**src/include/encpos_pkg.sv**
```systemverilog
// shared constants and types of the encoder position front end
// assumes a 25 MHz module clock; bit and pause counts derive from it
package encpos_pkg;

    // module clock
    localparam int unsigned CLK_HZ      = 25_000_000;

    // serial bit rates, selected by rate_sel 0..3
    localparam int unsigned RATE0_KHZ   = 125;
    localparam int unsigned RATE1_KHZ   = 250;
    localparam int unsigned RATE2_KHZ   = 500;
    localparam int unsigned RATE3_KHZ   = 1000;

    // clock cycles per serial bit period
    localparam int unsigned BIT0_CYC    = CLK_HZ / (RATE0_KHZ * 1000);
    localparam int unsigned BIT1_CYC    = CLK_HZ / (RATE1_KHZ * 1000);
    localparam int unsigned BIT2_CYC    = CLK_HZ / (RATE2_KHZ * 1000);
    localparam int unsigned BIT3_CYC    = CLK_HZ / (RATE3_KHZ * 1000);

    // monoflop pause after each frame, least time so rounded up
    localparam int unsigned MONO_US     = 64;
    localparam int unsigned MONO_CYC    = (MONO_US * (CLK_HZ / 1000) + 999) / 1000;

    // frame layout
    localparam int unsigned LEN_SHORT   = 13;
    localparam int unsigned LEN_LONG    = 25;
    localparam int unsigned FRAME_W     = 25;
    localparam int unsigned CNT_W       = 12;
    localparam int unsigned IDX_W       = 5;

    // quadrature settle count after reset: three sync stages plus the filter,
    // so a pin that idles high never looks like an edge
    localparam int unsigned PRIME_CYC   = 4;

    // reset values
    localparam logic [31:0] POS_RST     = 32'h0000_0000;

    typedef enum logic [1:0] {
        SSI_OFF,
        SSI_FRAME,
        SSI_MONO
    } encpos_ssi_st_t;

endpackage : encpos_pkg

```
**src/rtl/encpos_quad.sv**
```systemverilog
// quadrature track decoder: synchronises A, B and zero marker, emits count steps
// assumes tracks are asynchronous pins; edge spacing at least a few clocks
`timescale 1ns/1ps
module encpos_quad (
    input  wire logic clk,
    input  wire logic rst_n,
    input  wire logic track_a,
    input  wire logic track_b,
    input  wire logic track_n,
    output logic      step,
    output logic      step_up,
    output logic      zero_pulse,
    output logic      both_err
);

    logic [2:0] s1_q;
    logic [2:0] s2_q;
    logic [2:0] s3_q;
    logic [2:0] filt_q;
    logic [2:0] filt_d;
    logic [2:0] prime_q;
    logic [2:0] prime_d;
    logic       step_q;
    logic       step_d;
    logic       up_q;
    logic       up_d;
    logic       zero_q;
    logic       zero_d;
    logic       err_q;
    logic       err_d;
    logic       chg_a;
    logic       chg_b;

    always_comb begin
        filt_d  = filt_q;
        prime_d = prime_q;
        step_d  = 1'b0;
        up_d    = up_q;
        zero_d  = 1'b0;
        err_d   = 1'b0;
        chg_a   = 1'b0;
        chg_b   = 1'b0;
        // a level counts once second and third stage agree
        for (int i = 0; i < 3; i++) begin
            if (s2_q[i] == s3_q[i]) begin
                filt_d[i] = s3_q[i];
            end
        end
        if (prime_q != 3'(encpos_pkg::PRIME_CYC)) begin
            // no events until synchronisers hold real pin levels
            prime_d = prime_q + 3'd1;
        end else begin
            chg_a  = filt_d[0] ^ filt_q[0];
            chg_b  = filt_d[1] ^ filt_q[1];
            step_d = chg_a ^ chg_b;
            if (step_d) begin
                up_d = filt_d[0] ^ filt_q[1];
            end
            // both tracks in one cycle: count lost, flagged
            err_d  = chg_a & chg_b;
            zero_d = filt_d[2] & ~filt_q[2];
        end
    end

    always_ff @(posedge clk) begin
        if (!rst_n) begin
            s1_q    <= 3'h0;
            s2_q    <= 3'h0;
            s3_q    <= 3'h0;
            filt_q  <= 3'h0;
            prime_q <= 3'h0;
            step_q  <= 1'b0;
            up_q    <= 1'b0;
            zero_q  <= 1'b0;
            err_q   <= 1'b0;
        end else begin
            s1_q    <= {track_n, track_b, track_a};
            s2_q    <= s1_q;
            s3_q    <= s2_q;
            filt_q  <= filt_d;
            prime_q <= prime_d;
            step_q  <= step_d;
            up_q    <= up_d;
            zero_q  <= zero_d;
            err_q   <= err_d;
        end
    end

    assign step       = step_q;
    assign step_up    = up_q;
    assign zero_pulse = zero_q;
    assign both_err   = err_q;

endmodule : encpos_quad

```
**src/rtl/encpos_top.sv**
```systemverilog
// encoder position front end: incremental quadrature or absolute serial encoder
// assumes encoder pins are asynchronous and the user controls sit on clk
`timescale 1ns/1ps

// Function
// - two quarter-shifted tracks plus optional zero marker
// - count every edge, four counts per increment
// - follow 500 kHz differential, 50 kHz single-ended
// - device drives serial clock, encoder shifts bits
// - serial position word is Gray coded only
// - frames of 13 or 25 bits
// - absolute mode: one count per increment
// - 64 us monoflop pause after each frame
// - four bit rates 0.125 to 1 MHz
// - frame lasts length plus one bit periods
// - update between one and two frames plus pause
module encpos_top #(
    parameter int unsigned POS_W = 32
) (
    input  wire logic             clk,
    input  wire logic             rst_n,
    input  wire logic             abs_mode,
    input  wire logic             long_frame,
    input  wire logic [1:0]       rate_sel,
    input  wire logic             track_a,
    input  wire logic             track_b,
    input  wire logic             track_n,
    input  wire logic             ssi_data,
    output logic                  ssi_clk,
    output logic [POS_W-1:0]      position,
    output logic [POS_W-1:0]      zero_position,
    output logic                  pos_valid,
    output logic                  zero_seen,
    output logic                  count_dir,
    output logic                  quad_error,
    output logic                  frame_busy
);

    localparam int unsigned CW = encpos_pkg::CNT_W;
    localparam int unsigned IW = encpos_pkg::IDX_W;
    localparam int unsigned FW = encpos_pkg::FRAME_W;

    // bit period in clocks for a rate selection
    function automatic logic [CW-1:0] bit_cycles(input logic [1:0] sel);
        logic [CW-1:0] r;
        case (sel)
            2'd0:    r = CW'(encpos_pkg::BIT0_CYC);
            2'd1:    r = CW'(encpos_pkg::BIT1_CYC);
            2'd2:    r = CW'(encpos_pkg::BIT2_CYC);
            default: r = CW'(encpos_pkg::BIT3_CYC);
        endcase
        return r;
    endfunction : bit_cycles

    // reflected Gray to binary; zero upper bits leave a short word intact
    function automatic logic [FW-1:0] gray_to_bin(input logic [FW-1:0] g);
        logic [FW-1:0] b;
        b[FW-1] = g[FW-1];
        for (int i = FW - 2; i >= 0; i--) begin
            b[i] = b[i+1] ^ g[i];
        end
        return b;
    endfunction : gray_to_bin

    // quadrature decoder
    logic quad_step;
    logic quad_up;
    logic quad_zero;
    logic quad_err;

    encpos_quad u_quad (
        .clk        (clk),
        .rst_n      (rst_n),
        .track_a    (track_a),
        .track_b    (track_b),
        .track_n    (track_n),
        .step       (quad_step),
        .step_up    (quad_up),
        .zero_pulse (quad_zero),
        .both_err   (quad_err)
    );

    // serial data pin synchroniser
    logic sd1_q;
    logic sd2_q;
    logic sd3_q;
    logic sdf_q;
    logic sdf_d;

    always_comb begin
        sdf_d = sdf_q;
        if (sd2_q == sd3_q) begin
            sdf_d = sd3_q;
        end
    end

    always_ff @(posedge clk) begin
        if (!rst_n) begin
            sd1_q <= 1'b0;
            sd2_q <= 1'b0;
            sd3_q <= 1'b0;
            sdf_q <= 1'b0;
        end else begin
            sd1_q <= ssi_data;
            sd2_q <= sd1_q;
            sd3_q <= sd2_q;
            sdf_q <= sdf_d;
        end
    end

    // serial frame engine
    encpos_pkg::encpos_ssi_st_t st_q;
    encpos_pkg::encpos_ssi_st_t st_d;
    logic [CW-1:0] per_q;
    logic [CW-1:0] per_d;
    logic [CW-1:0] cyc_q;
    logic [CW-1:0] cyc_d;
    logic [IW-1:0] idx_q;
    logic [IW-1:0] idx_d;
    logic [IW-1:0] len_q;
    logic [IW-1:0] len_d;
    logic [FW-1:0] shr_q;
    logic [FW-1:0] shr_d;
    logic          sclk_q;
    logic          sclk_d;
    logic          done;

    always_comb begin
        st_d  = st_q;
        per_d = per_q;
        cyc_d = cyc_q;
        idx_d = idx_q;
        len_d = len_q;
        shr_d = shr_q;
        done  = 1'b0;
        case (st_q)
            encpos_pkg::SSI_OFF: begin
                if (abs_mode) begin
                    // rate and length are frozen for the whole frame
                    st_d  = encpos_pkg::SSI_FRAME;
                    per_d = '0;
                    idx_d = '0;
                    shr_d = '0;
                    cyc_d = bit_cycles(rate_sel);
                    len_d = long_frame ? IW'(encpos_pkg::LEN_LONG)
                                       : IW'(encpos_pkg::LEN_SHORT);
                end
            end
            encpos_pkg::SSI_FRAME: begin
                if (per_q == cyc_q - CW'(1)) begin
                    per_d = '0;
                    if (idx_q == len_q) begin
                        // trailing period done: frame is len plus one periods
                        done  = 1'b1;
                        st_d  = encpos_pkg::SSI_MONO;
                    end else begin
                        // sample late in the high phase, clear of sync latency
                        shr_d = {shr_q[FW-2:0], sdf_q};
                        idx_d = idx_q + IW'(1);
                    end
                end else begin
                    per_d = per_q + CW'(1);
                end
            end
            encpos_pkg::SSI_MONO: begin
                if (per_q == CW'(encpos_pkg::MONO_CYC - 1)) begin
                    // one extra idle cycle in OFF keeps the pause above the limit
                    st_d  = encpos_pkg::SSI_OFF;
                    per_d = '0;
                end else begin
                    per_d = per_q + CW'(1);
                end
            end
            default: begin
                st_d  = encpos_pkg::SSI_OFF;
                per_d = '0;
            end
        endcase
        // clock idles high; each bit period is low for cyc_d >> 1 clocks, then high for the rest (12 low, 13 high at 1 MHz)
        sclk_d = !((st_d == encpos_pkg::SSI_FRAME) && (per_d < (cyc_d >> 1)));
    end

    always_ff @(posedge clk) begin
        if (!rst_n) begin
            st_q   <= encpos_pkg::SSI_OFF;
            per_q  <= '0;
            cyc_q  <= CW'(encpos_pkg::BIT0_CYC);
            idx_q  <= '0;
            len_q  <= IW'(encpos_pkg::LEN_SHORT);
            shr_q  <= '0;
            sclk_q <= 1'b1;
        end else begin
            st_q   <= st_d;
            per_q  <= per_d;
            cyc_q  <= cyc_d;
            idx_q  <= idx_d;
            len_q  <= len_d;
            shr_q  <= shr_d;
            sclk_q <= sclk_d;
        end
    end

    // position and status
    logic [POS_W-1:0] pos_q;
    logic [POS_W-1:0] pos_d;
    logic [POS_W-1:0] zpos_q;
    logic [POS_W-1:0] zpos_d;
    logic             valid_q;
    logic             valid_d;
    logic             zseen_q;
    logic             zseen_d;
    logic             dir_q;
    logic             dir_d;
    logic             qerr_q;
    logic             qerr_d;
    logic [FW-1:0]    bin_word;

    always_comb begin
        pos_d    = pos_q;
        zpos_d   = zpos_q;
        dir_d    = dir_q;
        valid_d  = 1'b0;
        zseen_d  = 1'b0;
        qerr_d   = 1'b0;
        // only Gray input is accepted, so it is always decoded
        bin_word = gray_to_bin(shr_q);
        if (abs_mode) begin
            if (done) begin
                // one count per encoder increment, no multiplication
                pos_d   = POS_W'(bin_word);
                valid_d = 1'b1;
            end
        end else begin
            if (quad_step) begin
                // every edge of one track alone moves the count by one
                pos_d   = quad_up ? pos_q + POS_W'(1) : pos_q - POS_W'(1);
                dir_d   = quad_up;
                valid_d = 1'b1;
            end
            if (quad_zero) begin
                zpos_d  = pos_d;
                zseen_d = 1'b1;
            end
            qerr_d = quad_err;
        end
    end

    always_ff @(posedge clk) begin
        if (!rst_n) begin
            pos_q   <= POS_W'(encpos_pkg::POS_RST);
            zpos_q  <= POS_W'(encpos_pkg::POS_RST);
            valid_q <= 1'b0;
            zseen_q <= 1'b0;
            dir_q   <= 1'b0;
            qerr_q  <= 1'b0;
        end else begin
            pos_q   <= pos_d;
            zpos_q  <= zpos_d;
            valid_q <= valid_d;
            zseen_q <= zseen_d;
            dir_q   <= dir_d;
            qerr_q  <= qerr_d;
        end
    end

    assign ssi_clk       = sclk_q;
    assign position      = pos_q;
    assign zero_position = zpos_q;
    assign pos_valid     = valid_q;
    assign zero_seen     = zseen_q;
    assign count_dir     = dir_q;
    assign quad_error    = qerr_q;
    assign frame_busy    = (st_q == encpos_pkg::SSI_FRAME);

endmodule : encpos_top

```
**config.mk**
```make
export PLATFORM = sky130hd
export DESIGN_NAME = encpos_top
export DESIGN_NICKNAME = d
export VERILOG_FILES = /design/src/include/encpos_pkg.sv /design/src/rtl/encpos_quad.sv /design/src/rtl/encpos_top.sv
export SDC_FILE = /design/constraint.sdc
export NUM_CORES = 1
export LEC_CHECK = 0
export BUFFER_PORTS_ARGS = -buffer_cell sky130_fd_sc_hd__buf_2
export CAP_MARGIN = 0
export CORE_UTILIZATION = 40
export DETAILED_ROUTE_END_ITERATION = 10
export PLACE_DENSITY_LB_ADDON = 0.3
export SYNTH_ARGS = -nofsm -noshare
export SYNTH_HDL_FRONTEND = slang
export SYNTH_HIERARCHICAL = 1
export SYNTH_SLANG_ARGS = --single-unit
```
**constraint.sdc**
```tcl
create_clock -name clk -period 4.2 [get_ports clk]
set_input_delay 0.42 -clock clk [delete_from_list [all_inputs] [get_ports clk]]
set_output_delay 0.42 -clock clk [all_outputs]
set_load 0.03 [all_outputs]
```
==> flow_metrics.env, run 1 <==
export IMPL_yosys_warnings=6
export IMPL_track_usage_pct=20.76
export IMPL_drt_first_pass_iters=5
export IMPL_insertedDiodeCount=0
export IMPL_insertion_delay_ps=420
export IMPL_setup_viol=0
export IMPL_ys_async_sr_fraction_pct=0
export IMPL_holdWs_ps=199.0
export IMPL_io_pins=80
export IMPL_synth_compound_area_share_pct=21.04
export IMPL_grt_max_degree=46
export IMPL_clk_pin_slew_ps=60
export IMPL_synth_top_family_by_area="compound AO/OA/AOI/OAI gates"
export IMPL_multiInputGateArea_mm2=0.005303
export IMPL_crit_arrival_ps=4100
export IMPL_critPathLaunchType="flip-flop"
export IMPL_clock_sinks=150
export IMPL_cp_end_kind="flip-flop"
export IMPL_fin_total_pwr_mw=3.468
export IMPL_cts_buffers=17
export IMPL_grt_pass1_vias=6980
export IMPL_synth_xor_area_share_pct=10.26
export IMPL_synthAdderAreaFrac_pct=7.942
export IMPL_synth_cells=1002
export IMPL_register_area_mm2=0.003004
export IMPL_synth_edf_count=0
export IMPL_core_area_mm2=0.02102
export IMPL_num_vias=7482
export IMPL_power_density_mw_per_mm2=352.6
export IMPL_port_buffers=79
export IMPL_min_path_cells=2
export IMPL_slew_violations=0
export IMPL_die_h_um=148.5
export IMPL_hold_violations=0
export IMPL_cts_tree="done"
export IMPL_die_area_mm2=0.02205
export IMPL_synth_area_mm2=0.008586
export IMPL_slowest_delay_ps=530
export IMPL_worst_ir_drop_vdd_v=0.0002896
export IMPL_htreeDepth=4
export IMPL_fin_crit_ps=3785
export IMPL_rsz0062_at_grt="false"
export IMPL_initial_core_util_pct=40.84
export IMPL_syn_nets=1065
export IMPL_clockBufferDepth=2
export IMPL_fmax_mhz=264.2
export IMPL_ys_types=71
export IMPL_floorplan_die_width_um=148.5
export IMPL_synthFlopType="dfxtp_1"
export IMPL_cp_required_ps=4520
export IMPL_hold_path_class="input port to flip-flop"
export IMPL_mostFrequentLayoutCells="149 x dfxtp_1, 104 x nor2_1, 85 x nand2_1"
export IMPL_synth_mux_area_share_pct=4.110
export IMPL_grt_overflow=0
export IMPL_synthSimpleGateAreaFrac_pct=18.25
export IMPL_dp_hpwl_mm=15.57
export IMPL_gp_congestion=0.8926
export IMPL_critPathKind="flip-flop to flip-flop"
export IMPL_holdBufCountCts=0
export IMPL_rows=53
export IMPL_setup_tns_final_ps=0
export IMPL_crit_chain="inv_1, ha_1, nor3b_2, nand2_1, or4_1, o21a_1, o31ai_2, and2_2, o21ai_0, a21o_1, ha_1, a21oi_1, nor2b_1, o21ai_0, nand2b_1, a21oi_1, o31ai_1, a41o_1"
export IMPL_instances_no_fill=1353
export IMPL_seq_area_frac_synth_pct=34.98
export IMPL_period_share_pct=90.12
export IMPL_antenna_found_initial=0
export IMPL_final_nets=1129
export IMPL_finalClockSkew_ps=9.625
export IMPL_clockRootBuffer="clkbuf_16"
export IMPL_grt_pass1_wl_mm=36.11
export IMPL_filler_cell_count=2045
export IMPL_slew_limit_headroom_pct=24.52
export IMPL_cp_max_fo=9
export IMPL_r2r_cells=18
export IMPL_crit_slowest_cell="or4_1"
export IMPL_placed_cells=1322
export IMPL_worst_slew_pin_slew_ps=1130
export IMPL_area_delta_synth_final_pct=14.54
export IMPL_via_per_inst=5.530
export IMPL_cap_violations=0
export IMPL_routed_wl_mm=22.09
export IMPL_final_antenna_net_count=0
export IMPL_routedWlPerCell_um=16.33
export IMPL_syn_avg_cell_area_um2=8.569
export IMPL_drc=0
export IMPL_cellLeakagePower_nw=4.260
export IMPL_drt_first_iter_violations=472
export IMPL_synth_seq_cells=150
export IMPL_outcome="finished, final reports clean"
export IMPL_final_layout_size_suffix_gt1_share_pct=14.66
export IMPL_final_common_cell="dfxtp_1"
## report_power, final
group | internal (mW) | switching, mW
clock network | 0.898 | 0.603
logic | 0.192 | 0.288
registers | 1.45 | 0.0332
## final cells by class
cell class,count,area share (%)
Clock buffer,22,4.720
Clock inverter,9,1.043
Inverter,27,1.031
Multi-Input combinational cell,775,53.92
Sequential cell,150,30.55
Tap cell,275,3.499
Timing Repair Buffer,95,5.242
## per-stage QoR
stage / setup WS [ps] / util [%] / area (µm²)
after floorplan: 302.0 / - / 8586
after global placement: 242.9 / 44.06 / 9261
after detailed placement: 178.6 / 44.06 / 9261
after CTS: 162.7 / 46.75 / 9828
after global routing: 53.99 / 46.78 / 9834
final: 414.8 / 46.78 / 9834
## critical path: cells and delay by family (launching register included)
family                     cells  cell delay, ps
AOI/OAI and AO/OA              9            1420
adders and majority gates      2             480
buffers and inverters          1              70
DFF                            1             350
and+or+nand+nor                6            1360
## kinds of logic after synthesis
kind of cell	count (synthesis)
AOI/OAI and AO/OA	269
xor gates and xnor gates	88
adders and majority gates	54
buffers and inverters	77
DFF	150
muxes	34
and+or+nand+nor	330
## metal layers
layer / GRT usage, % / vias to the layer above / wire length, µm
met5: 0 / - / 0
met2: 32.80 / 192 / 9924
met4: 7.165 / 0 / 424
li1: - / 3726 / -
met1: 28.51 / 3538 / 10540
met3: 3.405 / 26 / 1201
## timing repair
item / 4_1_cts / 5_1_grt
setup buffers: 0 / 0
resized for setup: 0 / 2
endpoints found under the setup margin: 0 / 1
## cells in the mapped netlist (8+ instances only)
library cell | count | share of area (%)
nand2_1 | 85 | 3.7
a31oi_1 | 13 | 0.95
and2_1 | 27 | 2.0
nor3b_1 | 8 | 0.70
nor3_1 | 20 | 1.2
mux2i_1 | 24 | 2.8
inv_1 | 26 | 1.1
ha_1 | 52 | 7.6
xor2_1 | 30 | 3.1
o211a_1 | 8 | 0.93
a22oi_1 | 26 | 2.3
o211ai_1 | 13 | 1.1
xnor2_1 | 48 | 4.9
nor2b_1 | 9 | 0.66
and3_1 | 20 | 1.5
a211oi_1 | 11 | 0.96
dfxtp_1 | 150 | 35
o21a_1 | 12 | 1.0
nand3_1 | 24 | 1.4
a21oi_1 | 63 | 3.7
nor2_1 | 105 | 4.6
o21ai_0 | 45 | 2.6
clkbuf_1 | 42 | 1.8
a21o_1 | 22 | 1.9
mux2_2 | 10 | 1.3
## final timing paths
| kind | slack (ps) | end | startpoint |
|---|---|---|---|
| min reg2reg | 430 | u_quad/s2_q[1] | u_quad/s1_q[1] |
| max | 410 | ssi_clk | cyc_q[0] |
| min | 200 | u_quad/s1_q[1] | track_b |
| max reg2reg | 410 | ssi_clk | cyc_q[0] |
## flip-flops by register name (all words and copies together), names as in the netlist, 2 cells and up
signal / count
position: 32
zero_position: 32
shr_q: 25
cyc_q: 12
per_q: 12
idx_q: 5
u_quad/filt_q: 3
u_quad/prime_q: 3
u_quad/s1_q: 3
u_quad/s2_q: 3
u_quad/s3_q: 3
len_q: 2
st_q: 2
Power figures use the tool's default switching activity.
==> run 2: changes to the inputs <==
==> constraint.sdc (replaced) <==
create_clock -name clk -period 4.6 [get_ports clk]
set_input_delay 0.46 -clock clk [delete_from_list [all_inputs] [get_ports clk]]
set_output_delay 0.46 -clock clk [all_outputs]
set_load 0.03 [all_outputs]
==> run 2 against run 1 <==
Sequential power shrank 9%; sequential share of layout area shrank 0.066 points; cell count down 0.15%; die area unchanged; via count shrank 1.4%; register-to-register slack improved by 40 ps; clock skew is 1.2 ps higher; non-clock buffer count fell by 3; core utilization rose by 0.10 points; global-route usage shrank 0.19 points.
==> flow_metrics.env, run 2 (synthesized netlist as in run 1, its figures left out) <==
export IMPL_floorplan_die_width_um=148.5
export IMPL_clock_sinks=150
export IMPL_hold_path_class="input port to flip-flop"
export IMPL_hp_start="track_n"
export IMPL_die_h_um=148.5
export IMPL_cts_tree="done"
export IMPL_drc=0
export IMPL_r2r_start="cyc_q[0]"
export IMPL_clockRootBuffer="clkbuf_16"
export IMPL_num_vias=7378
export IMPL_outcome="finished, final reports clean"
export IMPL_placed_cell_area_mm2=0.009239
export IMPL_worst_slew_pin_slew_ps=1133
export IMPL_crit_slowest_cell="or4_1"
export IMPL_cts_setup_buffers=0
export IMPL_slew_limit_headroom_pct=24.27
export IMPL_initial_core_util_pct=40.84
export IMPL_die_area_mm2=0.02205
export IMPL_cp_required_ps=4910
export IMPL_cts_resized=0
export IMPL_hold_violations=0
export IMPL_routedWlPerCell_um=16.12
export IMPL_routed_wl_mm=21.78
export IMPL_period_share_pct=90.18
export IMPL_cts_buffers=17
export IMPL_gp_congestion=0.8813
export IMPL_critPathKind="flip-flop to flip-flop"
export IMPL_htreeDepth=4
export IMPL_dp_hpwl_mm=15.49
export IMPL_grt_overflow=0
export IMPL_cp_end_kind="flip-flop"
export IMPL_via_per_inst=5.461
export IMPL_area_delta_synth_final_pct=14.79
export IMPL_final_nets=1126
export IMPL_track_usage_pct=20.58
export IMPL_r2r_setup_slack_ps=450
export IMPL_io_pins=80
export IMPL_drt_first_iter_violations=490
export IMPL_setup_tns_final_ps=0
export IMPL_r2r_end="ssi_clk"
export IMPL_critPathLaunchType="flip-flop"
export IMPL_final_layout_size_suffix_gt1_share_pct=14.22
export IMPL_port_buffers=79
export IMPL_clockBufferDepth=2
export IMPL_insertedDiodeCount=0
export IMPL_clk_pin_slew_ps=60
export IMPL_worst_ir_drop_vdd_v=0.0002212
export IMPL_min_path_cells=2
export IMPL_cp_max_fo=12
export IMPL_rows=53
export IMPL_cap_violations=0
export IMPL_drt_first_pass_iters=5
export IMPL_cellLeakagePower_nw=4.275
export IMPL_final_common_cell="dfxtp_1"
export IMPL_fin_total_pwr_mw=3.266
export IMPL_insertion_delay_ps=420
export IMPL_rsz0062_at_grt="false"
export IMPL_fin_crit_ps=4148
export IMPL_antenna_found_initial=0
export IMPL_mostFrequentLayoutCells="149 x dfxtp_1, 104 x nor2_1, 85 x nand2_1"
export IMPL_slowest_delay_ps=520
export IMPL_holdBufCountCts=0
export IMPL_crit_arrival_ps=4460
export IMPL_crit_chain="inv_1, ha_1, nor3b_1, nand2_1, or4_1, o21a_1, o31ai_2, and2_1, buf_4, o21ai_0, a21o_1, ha_1, nor2b_1, o21ai_0, nand2b_1, a21oi_1, o31ai_1, a41o_1"
export IMPL_grt_max_degree=52
export IMPL_setup_viol=0
export IMPL_fmax_mhz=241.1
export IMPL_r2r_cells=18
export IMPL_core_area_mm2=0.02102
export IMPL_grt_pass1_vias=6982
export IMPL_fin_area_mm2=0.009856
export IMPL_final_antenna_net_count=0
export IMPL_grt_pass1_wl_mm=36.01
export IMPL_slew_violations=0
export IMPL_finalClockSkew_ps=10.78
export IMPL_power_density_mw_per_mm2=331.3
export IMPL_filler_cell_count=2074
export IMPL_min_to="u_quad/s1_q[2]"
## run 2: power by group
group,switching (mW),internal (mW)
logic,0.261,0.173
registers,0.0306,1.33
clock network,0.539,0.935
## run 2: layout make-up
| cell class | instances | area, µm² | area share, % |
|---|---|---|---|
| Timing Repair Buffer | 92 | 493.0 | 5.002 |
| Clock inverter | 9 | 148.9 | 1.511 |
| Multi-Input combinational cell | 775 | 5296 | 53.74 |
| Inverter | 27 | 101.3 | 1.028 |
| Clock buffer | 23 | 467.9 | 4.748 |
| Tap cell | 275 | 344.1 | 3.491 |
| Sequential cell | 150 | 3004 | 30.48 |
## run 2: stage by stage
| stage | util (%) | setup slack [ps] | std cells | hold slack, ps |
|---|---|---|---|---|
| finish | 46.88 | 451.9 | 1351 | 244.8 |
| floorplan | - | 702.0 | 1002 | 410.7 |
| global route | 46.88 | 107.0 | 1351 | 230.5 |
| CTS | 46.88 | 487.4 | 1351 | 233.6 |
| global placement | 43.95 | 549.4 | 1319 | 413.9 |
| detailed placement | 43.95 | 508.7 | 1319 | 421.7 |
## run 2: how the worst max path moves through the flow
stage	endpoint	cells past startpoint	start
2_1_floorplan	ssi_clk	20	cyc_q[0]
4_1_cts	ssi_clk	18	cyc_q[0]
3_5_place_dp	ssi_clk	18	cyc_q[0]
3_3_place_gp	ssi_clk	17	cyc_q[0]
5_1_grt	ssi_clk	17	cyc_q[0]
6_report	ssi_clk	18	cyc_q[0]
## run 2: worst max-delay path, delay by kind of cell, from the launching register on
family	cells	cell delay (ps)
AO/OA/AOI/OAI	8	1310
flip-flops	1	360
adder cells (fa/ha/maj)	2	450
buffers and inverters	2	290
AND/OR/NAND/NOR	6	1640
## run 2: routing by layer
layer / vias up / track usage, % / routed length (µm)
li1: 3722 / - / -
met1: 3478 / 28.20 / 10660
met2: 153 / 32.55 / 9795
met3: 25 / 3.620 / 899
met4: 0 / 6.701 / 428
met5: - / 0 / 0
